===== src/logic/bridge_sec_pkg.sv =====
package bridge_sec_pkg;
   localparam logic [7:0] status_offset = 8'h1c;
   localparam logic [7:0] membase_offset = 8'h20;
   localparam logic [15:0] status_reset = 16'h02a0;
   localparam logic [15:0] membase_reset = 16'h0000;
   localparam logic [15:0] status_const = 16'h02a0;
   localparam int flag_lsb = 8;
   localparam int base_lsb = 4;
   localparam logic [1:0] devsel_medium = 2'h1;

   typedef struct packed {
      logic detected_parity_flag;
      logic received_system_error_flag;
      logic received_master_abort_flag;
      logic received_target_abort_flag;
      logic signalled_target_abort_flag;
      logic master_data_parity_flag;
   } event_type;

   typedef struct packed {
      logic valid;
      logic write;
      logic [7:0] offset;
      logic [3:0] byte_enable_n;
      logic [31:0] data;
   } cfg_req_type;
endpackage : bridge_sec_pkg


===== src/logic/w1c_flag.sv =====
module w1c_flag
   import bridge_sec_pkg::*;
(
   input wire logic i_clock,
   input wire logic i_arst_n,
   input wire logic i_set,
   input wire logic i_clear,
   output logic o_flag
);
   always_ff @(posedge i_clock or negedge i_arst_n) begin
      if (!i_arst_n) begin
         o_flag <= 1'b0;
      end else if (i_set) begin
         o_flag <= 1'b1;
      end else if (i_clear) begin
         o_flag <= 1'b0;
      end
   end

   a_set_wins: assert property (@(posedge i_clock) disable iff (!i_arst_n)
      i_set |=> o_flag)
      else $error("flag lost its set");
   a_clear_only: assert property (@(posedge i_clock) disable iff (!i_arst_n)
      (i_clear && !i_set) |=> !o_flag)
      else $error("flag not cleared");
   a_hold_idle: assert property (@(posedge i_clock) disable iff (!i_arst_n)
      (!i_clear && !i_set) |=> $stable(o_flag))
      else $error("flag changed idle");
endmodule : w1c_flag


===== src/logic/bridge_secondary_status_membase.sv =====
module bridge_secondary_status_membase
   import bridge_sec_pkg::*;
(
   input wire logic i_clock,
   input wire logic i_arst_n,
   input wire cfg_req_type i_cfg,
   input wire logic i_address_parity_error,
   input wire logic i_data_parity_error,
   input wire logic i_secondary_system_error_line_n,
   input wire logic i_secondary_parity_error_line_n,
   input wire logic i_primary_parity_error,
   input wire logic i_secondary_master_active,
   input wire logic i_master_abort_received,
   input wire logic i_target_abort_received,
   input wire logic i_target_abort_signalled,
   input wire logic i_parity_error_response,
   input wire logic [11:0] i_memory_limit,
   input wire logic [31:0] i_secondary_address,
   output logic [31:0] o_read_data,
   output logic o_read_valid,
   output logic [31:0] o_window_base,
   output logic [31:0] o_window_limit,
   output logic o_window_hit,
   output logic [1:0] o_devsel_timing
);
   ////////////////////////////////////////////////////////////
   event_type set_vec;
   event_type clr_vec;
   event_type flags;
   logic status_write;
   logic base_write;
   logic status_read;
   logic base_read;
   logic [11:0] base_field;

   // one request decoded against direction and offset
   function automatic logic is_access(input cfg_req_type r, input logic w, input logic [7:0] off);
      return r.valid && r.write == w && r.offset == off;
   endfunction : is_access

   // window bounds at 1MB granularity
   function automatic logic [31:0] lower_bound(input logic [11:0] field);
      return {field, 20'h00000};
   endfunction : lower_bound

   function automatic logic [31:0] upper_bound(input logic [11:0] field);
      return {field, 20'hfffff};
   endfunction : upper_bound

   assign status_write = is_access(i_cfg, 1'b1, status_offset);
   assign base_write = is_access(i_cfg, 1'b1, membase_offset);
   assign status_read = is_access(i_cfg, 1'b0, status_offset);
   assign base_read = is_access(i_cfg, 1'b0, membase_offset);

   always_comb begin
      set_vec.detected_parity_flag = i_address_parity_error || i_data_parity_error;
      set_vec.received_system_error_flag = !i_secondary_system_error_line_n;
      set_vec.received_master_abort_flag = i_master_abort_received;
      set_vec.received_target_abort_flag = i_target_abort_received;
      set_vec.signalled_target_abort_flag = i_target_abort_signalled;
      set_vec.master_data_parity_flag = i_secondary_master_active && i_parity_error_response
         && (!i_secondary_parity_error_line_n || i_primary_parity_error);
   end

   // upper status byte enabled by lane 3 low
   always_comb begin
      clr_vec = '0;
      if (status_write && !i_cfg.byte_enable_n[3]) begin
         clr_vec = {i_cfg.data[31:27], i_cfg.data[24]};
      end
   end

   for (genvar g = 0; g < 6; g++) begin : g_flag
      w1c_flag u_flag (
         .i_clock(i_clock),
         .i_arst_n(i_arst_n),
         .i_set(set_vec[g]),
         .i_clear(clr_vec[g]),
         .o_flag(flags[g])
      );
   end

   ////////////////////////////////////////////////////////////
   always_ff @(posedge i_clock or negedge i_arst_n) begin
      if (!i_arst_n) begin
         base_field <= membase_reset[15:base_lsb];
      end else if (base_write) begin
         if (!i_cfg.byte_enable_n[0]) begin
            base_field[3:0] <= i_cfg.data[7:4];
         end
         if (!i_cfg.byte_enable_n[1]) begin
            base_field[11:4] <= i_cfg.data[15:8];
         end
      end
   end

   function automatic logic [31:0] status_word(input event_type f);
      logic [15:0] s;
      s = status_const;
      s[15:11] = {f.detected_parity_flag, f.received_system_error_flag, f.received_master_abort_flag,
         f.received_target_abort_flag, f.signalled_target_abort_flag};
      s[8] = f.master_data_parity_flag;
      return {s, 16'h0000};
   endfunction : status_word

   always_ff @(posedge i_clock or negedge i_arst_n) begin
      if (!i_arst_n) begin
         o_read_data <= 32'h0000_0000;
         o_read_valid <= 1'b0;
      end else begin
         o_read_valid <= i_cfg.valid && !i_cfg.write;
         if (status_read) begin
            o_read_data <= status_word(flags);
         end else if (base_read) begin
            o_read_data <= {16'h0000, base_field, 4'h0};
         end else begin
            o_read_data <= 32'h0000_0000;
         end
      end
   end

   ////////////////////////////////////////////////////////////
   always_ff @(posedge i_clock or negedge i_arst_n) begin
      if (!i_arst_n) begin
         o_window_base <= 32'h0000_0000;
         o_window_limit <= 32'h000f_ffff;
         o_window_hit <= 1'b0;
         o_devsel_timing <= devsel_medium;
      end else begin
         o_window_base <= lower_bound(base_field);
         o_window_limit <= upper_bound(i_memory_limit);
         o_window_hit <= i_secondary_address >= lower_bound(base_field)
            && i_secondary_address <= upper_bound(i_memory_limit);
         o_devsel_timing <= devsel_medium;
      end
   end

   ////////////////////////////////////////////////////////////
   // each event source sets its flag one edge later
   a_parity_sets: assert property (@(posedge i_clock) disable iff (!i_arst_n)
      i_data_parity_error |=> flags.detected_parity_flag)
      else $error("parity flag not set");
   a_addr_parity: assert property (@(posedge i_clock) disable iff (!i_arst_n)
      i_address_parity_error |=> flags.detected_parity_flag)
      else $error("address parity flag not set");
   a_serr_sets: assert property (@(posedge i_clock) disable iff (!i_arst_n)
      !i_secondary_system_error_line_n |=> flags.received_system_error_flag)
      else $error("serr flag");
   a_mabort_sets: assert property (@(posedge i_clock) disable iff (!i_arst_n)
      i_master_abort_received |=> flags.received_master_abort_flag)
      else $error("master abort flag");
   a_tabort_sets: assert property (@(posedge i_clock) disable iff (!i_arst_n)
      i_target_abort_received |=> flags.received_target_abort_flag)
      else $error("target abort flag");
   a_sig_abort: assert property (@(posedge i_clock) disable iff (!i_arst_n)
      i_target_abort_signalled |=> flags.signalled_target_abort_flag)
      else $error("signalled abort");
   a_mdp_sets: assert property (@(posedge i_clock) disable iff (!i_arst_n)
      (i_secondary_master_active && i_parity_error_response
      && (!i_secondary_parity_error_line_n || i_primary_parity_error)) |=> flags.master_data_parity_flag)
      else $error("data parity flag not set");
   a_mdp_gate: assert property (@(posedge i_clock) disable iff (!i_arst_n)
      (!i_parity_error_response && !flags.master_data_parity_flag) |=> !flags.master_data_parity_flag)
      else $error("data parity flag set without enable");
   a_mdp_master: assert property (@(posedge i_clock) disable iff (!i_arst_n)
      (!i_secondary_master_active && !flags.master_data_parity_flag) |=> !flags.master_data_parity_flag)
      else $error("data parity flag set while not master");
   // software clears only through lane 3, and a set outranks the clear
   a_clear_works: assert property (@(posedge i_clock) disable iff (!i_arst_n)
      (status_write && !i_cfg.byte_enable_n[3] && i_cfg.data[29] && !set_vec.received_master_abort_flag)
      |=> !flags.received_master_abort_flag)
      else $error("master abort flag not cleared");
   a_lane_gate: assert property (@(posedge i_clock) disable iff (!i_arst_n)
      (status_write && i_cfg.byte_enable_n[3] && set_vec == '0) |=> $stable(flags))
      else $error("flags changed without lane 3");
   a_set_beats_clear: assert property (@(posedge i_clock) disable iff (!i_arst_n)
      (set_vec.detected_parity_flag && clr_vec.detected_parity_flag) |=> flags.detected_parity_flag)
      else $error("clear won over a set");
   // fixed and reserved bits of the status word
   a_const_bits: assert property (@(posedge i_clock) disable iff (!i_arst_n)
      status_read |=> o_read_data[26:25] == devsel_medium)
      else $error("constant status bits wrong");
   a_back_to_back: assert property (@(posedge i_clock) disable iff (!i_arst_n)
      status_read |=> o_read_data[23])
      else $error("fast back-to-back bit low");
   a_speed_bit: assert property (@(posedge i_clock) disable iff (!i_arst_n)
      status_read |=> o_read_data[21])
      else $error("speed bit low");
   a_no_cap_list: assert property (@(posedge i_clock) disable iff (!i_arst_n)
      status_read |=> !o_read_data[20])
      else $error("capability list bit high");
   a_reserved_zero: assert property (@(posedge i_clock) disable iff (!i_arst_n)
      status_read |=> (!o_read_data[22] && o_read_data[19:16] == 4'h0))
      else $error("reserved status bits not zero");
   a_devsel_const: assert property (@(posedge i_clock) disable iff (!i_arst_n)
      o_devsel_timing == devsel_medium)
      else $error("select timing not medium");
   // base register and window bounds
   a_base_reserved: assert property (@(posedge i_clock) disable iff (!i_arst_n)
      base_read |=> (o_read_data[31:16] == 16'h0000 && o_read_data[3:0] == 4'h0))
      else $error("base read has stray bits");
   a_base_align: assert property (@(posedge i_clock) disable iff (!i_arst_n)
      o_window_base[19:0] == 20'h0 && o_window_limit[19:0] == 20'hfffff)
      else $error("window not aligned");
   a_base_follow: assert property (@(posedge i_clock) disable iff (!i_arst_n)
      (base_write && !i_cfg.byte_enable_n[1] && !i_cfg.byte_enable_n[0]) |=> ##1 o_window_base[31:20] == $past(i_cfg.data[15:4], 2))
      else $error("base not taken");
   a_base_lane: assert property (@(posedge i_clock) disable iff (!i_arst_n)
      (base_write && i_cfg.byte_enable_n[1] && !i_cfg.byte_enable_n[0]) |=> $stable(base_field[11:4]))
      else $error("base upper lane written while disabled");
   a_window_track: assert property (@(posedge i_clock) disable iff (!i_arst_n)
      $past(i_arst_n) |-> o_window_base[31:20] == $past(base_field))
      else $error("window base not following field");
   a_limit_follow: assert property (@(posedge i_clock) disable iff (!i_arst_n)
      $past(i_arst_n) |-> o_window_limit[31:20] == $past(i_memory_limit))
      else $error("window limit not following field");
   a_hit_inside: assert property (@(posedge i_clock) disable iff (!i_arst_n)
      o_window_hit |-> ($past(i_secondary_address) >= o_window_base
      && $past(i_secondary_address) <= o_window_limit))
      else $error("window hit outside the bounds");
   // main scenarios
   c_status_read: cover property (@(posedge i_clock) disable iff (!i_arst_n)
      o_read_valid && o_read_data[31]);
   c_clear_flag: cover property (@(posedge i_clock) disable iff (!i_arst_n)
      flags.received_master_abort_flag ##1 !flags.received_master_abort_flag);
   c_window_hit: cover property (@(posedge i_clock) disable iff (!i_arst_n)
      o_window_hit);
   c_set_and_clear: cover property (@(posedge i_clock) disable iff (!i_arst_n)
      set_vec.detected_parity_flag && clr_vec.detected_parity_flag);
   c_lane_skip: cover property (@(posedge i_clock) disable iff (!i_arst_n)
      status_write && i_cfg.byte_enable_n[3]);
endmodule : bridge_secondary_status_membase


===== config.mk =====
export PLATFORM = sky130hd
export DESIGN_NAME = bridge_secondary_status_membase
export DESIGN_NICKNAME = d
export VERILOG_FILES = /design/src/logic/bridge_sec_pkg.sv /design/src/logic/w1c_flag.sv /design/src/logic/bridge_secondary_status_membase.sv
export SDC_FILE = /design/constraint.sdc
export NUM_CORES = 1
export LEC_CHECK = 0
export ABC_CLOCK_PERIOD_IN_PS = 1940
export BUFFER_PORTS_ARGS = -buffer_cell sky130_fd_sc_hd__buf_2
export CAP_MARGIN = 40
export CORE_MARGIN = 2
export CORE_UTILIZATION = 42
export DETAILED_ROUTE_END_ITERATION = 8
export PLACE_DENSITY = 0.8
export RECOVER_POWER = 100
export SYNTH_ARGS = -nofsm -noshare
export SYNTH_HDL_FRONTEND = slang
export SYNTH_SLANG_ARGS = --single-unit

===== constraint.sdc =====
create_clock -name i_clock -period 1.94 [get_ports i_clock]
set_input_delay 0.388 -clock i_clock [delete_from_list [all_inputs] [get_ports i_clock]]
set_output_delay 0.388 -clock i_clock [all_outputs]
set_load 0.03 [all_outputs]

# Yosys cells after proc, flatten, opt, wreduce, memory -nomap -nowiden
# Index checks and enable logic that the tools add are counted.
[classes]
order_cmp = 2
n_eq_ne = 3
muxes = 15
n_bitwise = 3
reduce_logical = 23
[op_table]
columns = ["cell", "count"]
rows = [
  ["$ge A32 B32 Y1", 1],
  ["$le A32 B32 Y1", 1],
  ["$mux W32", 1],
  ["$mux W16", 1],
  ["$mux W1", 12],
  ["$logic_and A1 B1 Y1", 11],
  ["$reduce_bool A2 Y1", 5],
  ["$eq A8 B5 Y1 const B", 1],
  ["$eq A8 B6 Y1 const B", 1],
  ["$mux W6", 1],
  ["$reduce_and A2 Y1", 2],
  ["$logic_not A1 Y1", 3],
  ["$not A1 Y1", 3],
  ["$logic_or A1 B1 Y1", 2],
  ["$ne A2 B1 Y1 const B", 1],
]
[totals]
regBits = 76
input_bits = 102

# Longest topological paths before layout
# Gate-level depths: netlist of run 1.
[depth]
depth_word = 6
ltp_mapped = 7

# By module
# Synthesis of run 1 repeated with hierarchy kept, for this count alone.
[hier_totals]
hier_cells = 297
area_unflattened_um2 = 3174.3
[by_module_without_submodules]
columns = ["mod", "instances", "cells_each", "area_per_inst_um2"]
rows = [
  ["bridge_secondary_status_membase", 1, 279, 2956.6],
  ["w1c_flag", 6, 3, 36.3],
]

# Least setup slack after synthesis of run 1
# Ideal clock, no wire load.
[synth_path]
path_kind = "in2reg"
start = "input i_cfg[39] (netlist bit)"
end = "register base_field[0]"
arrival_time_ps = 1474
required_ps = 1815
path_slack_ps = 341
cell_stages = 4
path_buffers = 0
cell_sequence = "nor4b_1 -> nand4_1 -> nor2_1 -> mux2_2"
[synth_between]
elab_chain_len = 3
[synth_rtl]
columns = ["element", "line", "text"]
rows = [
  ["start, declared", "bridge_secondary_status_membase.sv:6", "input wire cfg_req_type i_cfg,"],
  ["$eq A8 B6 Y1", "bridge_secondary_status_membase.sv:38", "return r.valid && r.write == w && r.offset == off;"],
  ["$logic_and A1 B1 Y1", "bridge_secondary_status_membase.sv:38", ""],
  ["$reduce_and A2 Y1 (no source line)", "n/a", ""],
  ["end signal, assigned", "bridge_secondary_status_membase.sv:86", "base_field <= membase_reset[15:base_lsb];"],
  ["end signal, assigned", "bridge_secondary_status_membase.sv:89", "base_field[3:0] <= i_cfg.data[7:4];"],
  ["end, declared", "bridge_secondary_status_membase.sv:34", "logic [11:0] base_field;"],
]
# No other way between the ends.
# A chain may end at the register's enable or synchronous reset.

# Worst setup path in the final report of run 1
[layout_path]
start = "input i_cfg[37] (netlist bit)"
end = "register g_flag[5].u_flag.o_flag"
[layout_between]
elab_chain_len = 5
[layout_rtl]
columns = ["element", "line", "text"]
rows = [
  ["$eq A8 B5 Y1", "bridge_secondary_status_membase.sv:38", ""],
  ["$logic_and A1 B1 Y1", "bridge_secondary_status_membase.sv:38", ""],
  ["$logic_and A1 B1 Y1", "bridge_secondary_status_membase.sv:68", "if (status_write && !i_cfg.byte_enable_n[3]) begin"],
  ["$mux W6", "bridge_secondary_status_membase.sv:68", ""],
  ["$reduce_bool A2 Y1 (no source line)", "n/a", ""],
  ["end signal, assigned", "w1c_flag.sv:12", "o_flag <= 1'b0;"],
  ["end signal, assigned", "w1c_flag.sv:14", "o_flag <= 1'b1;"],
  ["end signal, assigned", "w1c_flag.sv:16", "o_flag <= 1'b0;"],
  ["end, declared", "w1c_flag.sv:8", "output logic o_flag"],
]
# No other way between the ends.

==> flow_summary.toml, run 1 <==
[pwr]
internal_power_mw = 2.084
clockPowerShare = 0.381
combPwrFrac = 0.149
switchingPower_mw = 0.7869
p_leak_nw = 1.942
powerDensity_nw_per_um2 = 758.6
p_sw_frac = 0.2741
ir_drop_uv = 271.9
power_frac_seq = 0.471

[grt]
grtUsageTotal = 0.1690
grt_pass1_wl_um = 10560
grt_pass1_vias = 2295
antenna_found_initial = 0
grt_max_degree = 48
gr-total-overflow = 0

[final_layout]
design_area_sq_um = 3785
mostFrequentLayoutCell = "buf_2"
final_nets = 556
stdcell_count = 534
final_layout_size_suffix_gt1_frac = 0.2230
final_cell_mix = "buf_2, dfrtp_1, clkbuf_1"
syn2layout_area_growth_pct = 22.27
antenna_cells_inserted = 0

[clocking]
cts_tree = "yes"
clock_sinks = 63
clkTransAtPathRegs_ps = 70
clock_path_buffers = 2
cts-buffers-inserted = 9
htree_levels = 3
clock_latency_ps = 340
clock-root-buffer = "clkbuf_8"
postCtsSetupBuffers = 0

[sta]
period_needed_ps = 1783
finalCritPeriodShare = 0.9192
fmax_ghz = 0.5608
hold_violations = 0
setup_viol = 0
slew_headroom = 0.3846
worstMarginPinSlew_ps = 923.1
slew_viol_final = 0
finalClockSkew_ps = 12.42
setup_tns_ps = 0
grt_setup_unrepaired = "false"
holdWs_ps = 165.1
fin_ws_ps = 156.7

[detailed_routing]
drt_iter0_drc = 39
dr.pass1.iters = 4
postRouteAntennaNets = 0
vias = 2302
via_per_inst = 4.311
drc = 0
wire_per_inst_um = 12.62
routed_wl_um = 6740

[floorplan]
die_y_um = 89.85
fp.dieArea_sq_um = 8073
num_rows = 31
core_sq_um = 7176
pin_count = 202
fp.dieW_um = 89.85
start_util = 0.4314

[synthesis]
synth-xor-area-share = 0
ys_types = 34
synthMuxAreaShare = 0.003638
netlist_area_sq_um = 3095
yosys_warnings = 0
avgSynthCellArea_sq_um = 10.79
synth_edf_count = 0
ys_seq_area_frac = 0.5093
synth_compound_area_frac = 0.07154
yosys_register_bits = 63
syn_inst = 287
yosys.area_share.simple = 0.1487
synthArstFlopShare = 1.000
ys_dominant_reg_cell = "dfrtp_1"
yosys.area_share.adder = 0.09701
synth_top_family_by_area = "buffers and inverters"

[setup_path]
cp_max_fo = 6
cp-end-kind = "flop"
crit_slowest_cell = "nor3_1"
worst_setup_path_start_kind = "input port"
critPathKind = "in -> reg"
slowest_delay_ps = 570
crit_path_cell_trace = "buf_2 > nor4_2 > nand4_2 > nor3_1 > nand2_1 > a211o_1"
cp_top_family = "simple AND/OR/NAND/NOR gates"
worstPathRequired_ps = 2160
cp_num_buf_inv = 1
critical_path_arrival_ps = 2000

[placed_design]
dp_cells = 517
dp_slack_ps = 124.1
place_area_sq_um = 3695
dpl.hpwl_um = 5498
gp_congestion = 0.8067
port_buffers = 133

[run_status]
status = "finished clean"

[run]
maxCapViolCount = 0

[hold_path]
min_path_type = "in -> reg"
-- per-layer routing --
metal / share of wire / track usage / up-vias
met5: 0 / 0 / -
met4: 0.014 / 0.06282 / 0
met3: 0.085 / 0.05113 / 8
met2: 0.50 / 0.3018 / 128
met1: 0.40 / 0.1906 / 1028
li1: - / - / 1138
-- repair_timing --
| action | CTS | global route |
|---|---|---|
| hold buffers | 1 | 0 |
| gates resized for setup | 0 | 0 |
| setup endpoints to repair | 0 | 0 |
| endpoints found under the hold margin | 16 | 0 |
-- synthesized netlist by cell type (2+ instances only) --
master,count,area [sq um]
and2_1,18,112.6
ha_1,24,300.3
nand3_1,2,10.01
a21oi_1,8,40.04
nor2_1,6,22.52
nor2b_1,2,12.51
nand4_1,9,56.30
buf_4,56,420.4
nor4b_1,2,17.52
a221oi_1,2,17.52
o21ai_0,15,75.07
dfrtp_1,63,1577
inv_1,25,93.84
a21o_1,5,37.54
conb_1,2,7.510
nor4_1,5,31.28
nand2_1,26,97.59
-- flip-flops by register name, indices dropped and copies added (netlist names) --
signal                cells
o_read_valid              1
o_window_base            12
o_window_hit              1
g_flag.u_flag.o_flag      6
o_read_data              19
base_field               12
o_window_limit           12
-- area by class of cell --
class                   instances  area, sq um
fillers                       667         3391
flip-flops and latches         63         1577
multi-input cells             193         1166
repair buffers                138        633.1
clock buffers                  13        148.9
well taps                      99        123.9
inverters                      25        93.84
clock inverters                 3        42.54
-- cells by family (layout without fill, tap and decap cells) --
group / Yosys count / after routing
buffers and inverters: 82 / 179
AND/OR/NAND/NOR: 79 / 79
flip-flops: 63 / 63
AO/OA/AOI/OAI: 36 / 36
adder cells (fa/ha/maj): 24 / 24
other: 2 / 53
multiplexers: 1 / 1
-- worst paths after layout --
kind	cells after the start	from	slack (ps)	endpoint
setup / recovery	6	i_cfg[37]	160	g_flag[5].u_flag.o_flag$_DFFE_PN0P_
hold / removal	1	i_memory_limit[5]	170	o_window_limit[25]$_DFF_PN0_
setup reg to reg	7	base_field[3]$_DFFE_PN0P_	280	o_window_hit$_DFF_PN0_
hold reg to reg	0	base_field[5]$_DFFE_PN0P_	390	o_window_base[25]$_DFF_PN0_
max in group asynchronous	3	i_arst_n	310	o_read_data[4]$_DFF_PN0_
min in group asynchronous	2	i_arst_n	710	base_field[9]$_DFFE_PN0P_
-- stage by stage --
step                total power, mW    util
finish                        2.871  0.5275
global route                  2.998  0.5275
CTS                           2.916  0.5430
detailed placement            1.814  0.5149
global placement              1.804  0.5149
floorplan                     1.712       -
-- power groups by stage --
stage	sequential [mW]	clock, mW	combinational (mW)
detailed placement	1.37	0	0.440
global route	1.35	1.18	0.466
floorplan	1.42	0	0.294
global placement	1.37	0	0.430
CTS	1.35	1.12	0.444
finish	1.35	1.09	0.427
(Power assumes the default switching activity.)
==> run 2: changes to the inputs <==
- BUFFER_PORTS_ARGS: -buffer_cell sky130_fd_sc_hd__buf_2 -> -buffer_cell sky130_fd_sc_hd__buf_4
- CORE_UTILIZATION: 42 -> 35
- PLACE_DENSITY: 0.8 -> 0.68
- SYNTH_HIERARCHICAL: default -> 1
==> flow_summary.toml, run 2 <==
[run_status]
status = "finished with violations"
violations = "capacitance limit, slew limit"

[synthesis]
ys_top_cells_by_count = "dfrtp_1, buf_4, inv_1"
synth_top_area_cell = "dfrtp_1"
yosysMostFrequentCell = "dfrtp_1"
avgSynthCellArea_sq_um = 10.69
synthMuxAreaShare = 0.003547
yosys_warnings = 6
netlist_area_sq_um = 3174
ys_dominant_reg_cell = "dfrtp_1"
synth_top_area_frac = 0.4966
synth_edf_count = 0
yosys.area_share.adder = 0.09460
synthArstFlopShare = 1.000
synth-xor-area-share = 0
synth_top_family_by_area = "buffers and inverters"
yosys.area_share.simple = 0.1596
syn_inst = 297
yosys_register_bits = 63
netlist_top_cells_area = "dfrtp_1, buf_4, ha_1"
ys_seq_area_frac = 0.4966
ys_types = 35
synth_compound_area_frac = 0.06937

[detailed_routing]
via_per_inst = 4.277
routed_wl_um = 7217
dr.pass1.iters = 4
wire_per_inst_um = 13.17
postRouteAntennaNets = 0
drt_iter0_drc = 64
vias = 2344
drc = 0

[pwr]
ir_drop_uv = 311.6
p_leak_nw = 2.023
power_mw = 2.907
powerDensity_nw_per_um2 = 722.5

[sta]
slew_viol_final = 64
period_needed_ps = 1812
worstMarginPinSlew_ps = 1518
hold_violations = 0
grt_setup_unrepaired = "false"
slew_headroom = -0.01217
fmax_ghz = 0.5518
setup_tns_ps = 0
finalCritPeriodShare = 0.9341
finalClockSkew_ps = 8.557
fin_ws_ps = 127.8
setup_viol = 0

[setup_path]
cp_num_buf_inv = 1
critPathKind = "reg -> reg"
worstPathRequired_ps = 2180
cp_max_fo = 3
slowest_delay_ps = 370
regToRegStartpoint = "base_field[3]$_DFFE_PN0P_"
reg2reg_to = "o_window_hit$_DFF_PN0_"
reg2reg_depth = 7
cp-end-kind = "flop"
worst_setup_path_start_kind = "flop"
critical_path_arrival_ps = 2060
reg2reg_slack_ps = 130
crit_path_cell_trace = "inv_1 > ha_1 > nor4b_1 > nand4_1 > nor2_1 > o211ai_1 > a22oi_1"
cp_top_family = "simple AND/OR/NAND/NOR gates"
crit_slowest_cell = "dfrtp_1"

[placed_design]
gp_congestion = 0.7589
port_buffers = 133
dpl.hpwl_um = 5917
dp_slack_ps = 44.02

[floorplan]
start_util = 0.3622
num_rows = 34
pin_count = 202
fp.dieW_um = 99.24
fp.dieArea_sq_um = 9848
die_y_um = 99.24
core_sq_um = 8763

[hold_path]
hold_end = "o_window_limit[26]$_DFF_PN0_"
min_delay_path_depth = 1
min_path_type = "in -> reg"
hp-start = "i_memory_limit[6]"

[clocking]
holdBufCountCts = 0
clock_latency_ps = 330
cts-resized-gates = 0
htree_levels = 3
clock_sinks = 63
clock_path_buffers = 2
cts-buffers-inserted = 9
postCtsSetupBuffers = 0
clkTransAtPathRegs_ps = 70
cts_tree = "yes"
clock-root-buffer = "clkbuf_8"

[final_layout]
largest_reg_flops = 19
final_nets = 561
final_layout_size_suffix_gt1_frac = 0.2364
final_cell_mix = "buf_4, dfrtp_1, clkbuf_1"
regArea_sq_um = 1577
mostFrequentLayoutCell = "buf_4"
top_register = "o_read_data"
multi_input_comb_area_sq_um = 1210
n_fill_cell = 898
antenna_cells_inserted = 0
syn2layout_area_growth_pct = 26.76

[grt]
grt_pass1_vias = 2264
gr-total-overflow = 0
grt_pass1_wl_um = 10980
grt_max_degree = 64
antenna_found_initial = 0
grtUsageTotal = 0.1436

[run]
maxCapViolCount = 1
[run 2: changes by cell type after synthesis, sizes merged, moves of 3 or more]
cell   before  now
inv        25   33
and2       18   24
nand2      26   21
a21o        5    8
[run 2: worst max path at each step]
| stage | start | endpoint | slack [ps] | cells past startpoint |
|---|---|---|---|---|
| 2_1_floorplan | i_cfg[43] | g_flag[0].u_flag/o_flag$_DFFE_PN0P_ | 430 | 6 |
| 3_3_place_gp | i_cfg[43] | g_flag[1].u_flag/o_flag$_DFFE_PN0P_ | 90 | 7 |
| 3_5_place_dp | i_cfg[43] | g_flag[1].u_flag/o_flag$_DFFE_PN0P_ | 40 | 7 |
| 4_1_cts | base_field[3]$_DFFE_PN0P_ | o_window_hit$_DFF_PN0_ | 110 | 7 |
| 5_1_grt | base_field[3]$_DFFE_PN0P_ | o_window_hit$_DFF_PN0_ | 60 | 7 |
| 6_report | base_field[3]$_DFFE_PN0P_ | o_window_hit$_DFF_PN0_ | 130 | 7 |
[run 2: where the power goes]
group / total [mW] / internal (mW) / leakage (nW) / switching [mW]
Combinational: 0.472 / 0.157 / 1.22 / 0.315
Sequential: 1.35 / 1.34 / 0.708 / 0.0102
Clock: 1.08 / 0.588 / 0.0960 / 0.495
Total: 2.91 / 2.09 / 2.02 / 0.821
[run 2: layout make-up]
cell class / instances / area share
flip-flops and latches: 63 / 0.3918
clock inverters: 6 / 0.01524
inverters: 33 / 0.03078
clock buffers: 10 / 0.03172
repair buffers: 133 / 0.1962
multi-input cells: 195 / 0.3007
well taps: 108 / 0.03358
[run 2: cells by family after synthesis]
group | Yosys count
multiplexers | 1
other | 2
flip-flops | 63
buffers and inverters | 90
AND/OR/NAND/NOR | 80
adder cells (fa/ha/maj) | 24
AO/OA/AOI/OAI | 37
[run 2: stage by stage]
stage / instance area (sq um) / hold WS (ps) / utilization / cells
floorplan: 3366 / 92.41 / - / 348
global route: 4024 / 164.1 / 0.4592 / 548
detailed placement: 4071 / 377.5 / 0.4646 / 532
finish: 4024 / 174.2 / 0.4592 / 548
global placement: 4071 / 374.9 / 0.4646 / 532
CTS: 4260 / 143.1 / 0.4862 / 548
[run 2: per-layer routing]
| metal | share of wire | vias to the layer above | track usage |
|---|---|---|---|
| met2 | 0.48 | 134 | 0.2365 |
| met3 | 0.095 | 9 | 0.03865 |
| li1 | - | 1146 | - |
| met5 | 0 | - | 0 |
| met1 | 0.41 | 1055 | 0.1822 |
| met4 | 0.014 | 0 | 0.05163 |
==> run 3: changes to the inputs <==
- CELL_PAD_IN_SITES_DETAIL_PLACEMENT: default -> 1
- CELL_PAD_IN_SITES_GLOBAL_PLACEMENT: default -> 1
- CORE_UTILIZATION: 35 -> 31
- PLACE_DENSITY: 0.68 -> default
- PLACE_DENSITY_LB_ADDON: default -> 0.1
==> flow_summary.toml, run 3 (synthesis results as in run 2) <==
[run_status]
status = "finished clean"

[final_layout]
final_nets = 567
syn2layout_area_growth_pct = 29.88
antenna_cells_inserted = 0
mostFrequentLayoutCell = "buf_4"
final_cell_mix = "buf_4, dfrtp_1, clkbuf_1"
final_layout_size_suffix_gt1_frac = 0.2466
largest_reg_flops = 19
top_register = "o_read_data"

[pwr]
ir_drop_uv = 343.6
power_mw = 3.056
powerDensity_nw_per_um2 = 741.3
p_leak_nw = 2.058

[floorplan]
pin_count = 202
fp.dieArea_sq_um = 11060
fp.dieW_um = 105.2
num_rows = 36
die_y_um = 105.2
core_sq_um = 9864
start_util = 0.3218

[sta]
setup_viol = 0
worstMarginPinSlew_ps = 659.6
hold_violations = 0
setup_tns_ps = 0
period_needed_ps = 1608
grt_setup_unrepaired = "false"
finalClockSkew_ps = 7.381
finalCritPeriodShare = 0.8288
slew_headroom = 0.5603
slew_viol_final = 0
fmax_ghz = 0.6219

[grt]
gr-total-overflow = 0
grtUsageTotal = 0.1488
grt_pass1_wl_um = 12700
antenna_found_initial = 0
grt_pass1_vias = 2530
grt_max_degree = 29

[detailed_routing]
postRouteAntennaNets = 0
dr.pass1.iters = 3
wire_per_inst_um = 13.94
vias = 2425
routed_wl_um = 8069
drc = 0
via_per_inst = 4.188
drt_iter0_drc = 52

[clocking]
cts-buffers-inserted = 9
clock-root-buffer = "clkbuf_8"
htree_levels = 3
clkTransAtPathRegs_ps = 70
clock_latency_ps = 340
cts_tree = "yes"
clock_sinks = 63
clock_path_buffers = 2

[placed_design]
port_buffers = 133
gp_congestion = 0.7616
dpl.hpwl_um = 6758

[setup_path]
cp-end-kind = "flop"
reg2reg_depth = 7
critPathKind = "in -> reg"
worstPathRequired_ps = 2170
critical_path_arrival_ps = 1840
worst_setup_path_start_kind = "input port"
cp_max_fo = 6

[hold_path]
min_path_type = "in -> reg"
min_delay_path_depth = 1

[run]
maxCapViolCount = 0
run 3: cell count changes in the layout (fill, tap and decap cells not counted), sizes merged:
cell / before / now
bufinv: 1 / 2
clkbuf: 72 / 79
clkinv: 4 / 2
clkinvlp: 1 / 0
dlygate4sd3: 0 / 1
run 3: repair_timing:
| action | in CTS | in global routing |
|---|---|---|
| hold endpoints to repair | 25 | 0 |
| hold buffers | 1 | 0 |
| setup buffers | 0 | 0 |
| resized for setup | 0 | 0 |
run 3: path summary, 6_finish.rpt:
check / startpoint / endpoint / slack, ps
setup reg to reg: base_field[3]$_DFFE_PN0P_ / o_window_hit$_DFF_PN0_ / 340
max in group asynchronous: i_arst_n / o_window_limit[22]$_DFF_PN0_ / 340
min in group asynchronous: i_arst_n / o_window_base[23]$_DFF_PN0_ / 630
hold / removal: i_memory_limit[9] / o_window_limit[29]$_DFF_PN0_ / 180
setup / recovery: i_cfg[43] / g_flag[3].u_flag/o_flag$_DFFE_PN0P_ / 330
hold reg to reg: base_field[6]$_DFFE_PN0P_ / o_window_base[26]$_DFF_PN0_ / 390
run 3: critical path, cell delays in order:
cell,delay [ps]
clkbuf_4,110
nor4_1,350
nand4_1,200
nor3_2,380
and2_0,210
inv_1,50
a21o_1,150
run 3: metrics by stage:
| step | setup slack, ps | hold WS, ps | instances | util | cell area (sq um) |
|---|---|---|---|---|---|
| floorplan | 431.9 | 92.41 | 348 | - | 3366 |
| global placement | 88.90 | 327.1 | 562 | 0.4197 | 4140 |
| detailed placement | 55.41 | 319.9 | 562 | 0.4197 | 4140 |
| CTS | 313.3 | 138.1 | 579 | 0.4415 | 4355 |
| global route | 85.74 | 156.6 | 579 | 0.4179 | 4123 |
| finish | 332.1 | 176.6 | 579 | 0.4179 | 4123 |
run 3: final cells by class:
type	count	area [sq um]
inverters	33	123.9
flip-flops and latches	63	1577
clock inverters	4	70.07
repair buffers	139	835.8
fillers	1161	5742
clock buffers	12	135.1
well taps	133	166.4
multi-input cells	195	1215
run 3: where the power goes:
group | switching [mW] | internal, mW | total (mW) | leakage [nW]
logic | 0.316 | 0.162 | 0.478 | 1.25
clock network | 0.506 | 0.721 | 1.23 | 0.104
registers | 0.00961 | 1.34 | 1.35 | 0.708
total | 0.832 | 2.22 | 3.06 | 2.06
run 3: metal layers:
layer	track usage	vias to the layer above	routed length, um
met5	0	-	0
met4	0.06286	0	109
met3	0.03805	8	516
met2	0.2539	110	4007
met1	0.1766	1148	3436
li1	-	1159	-
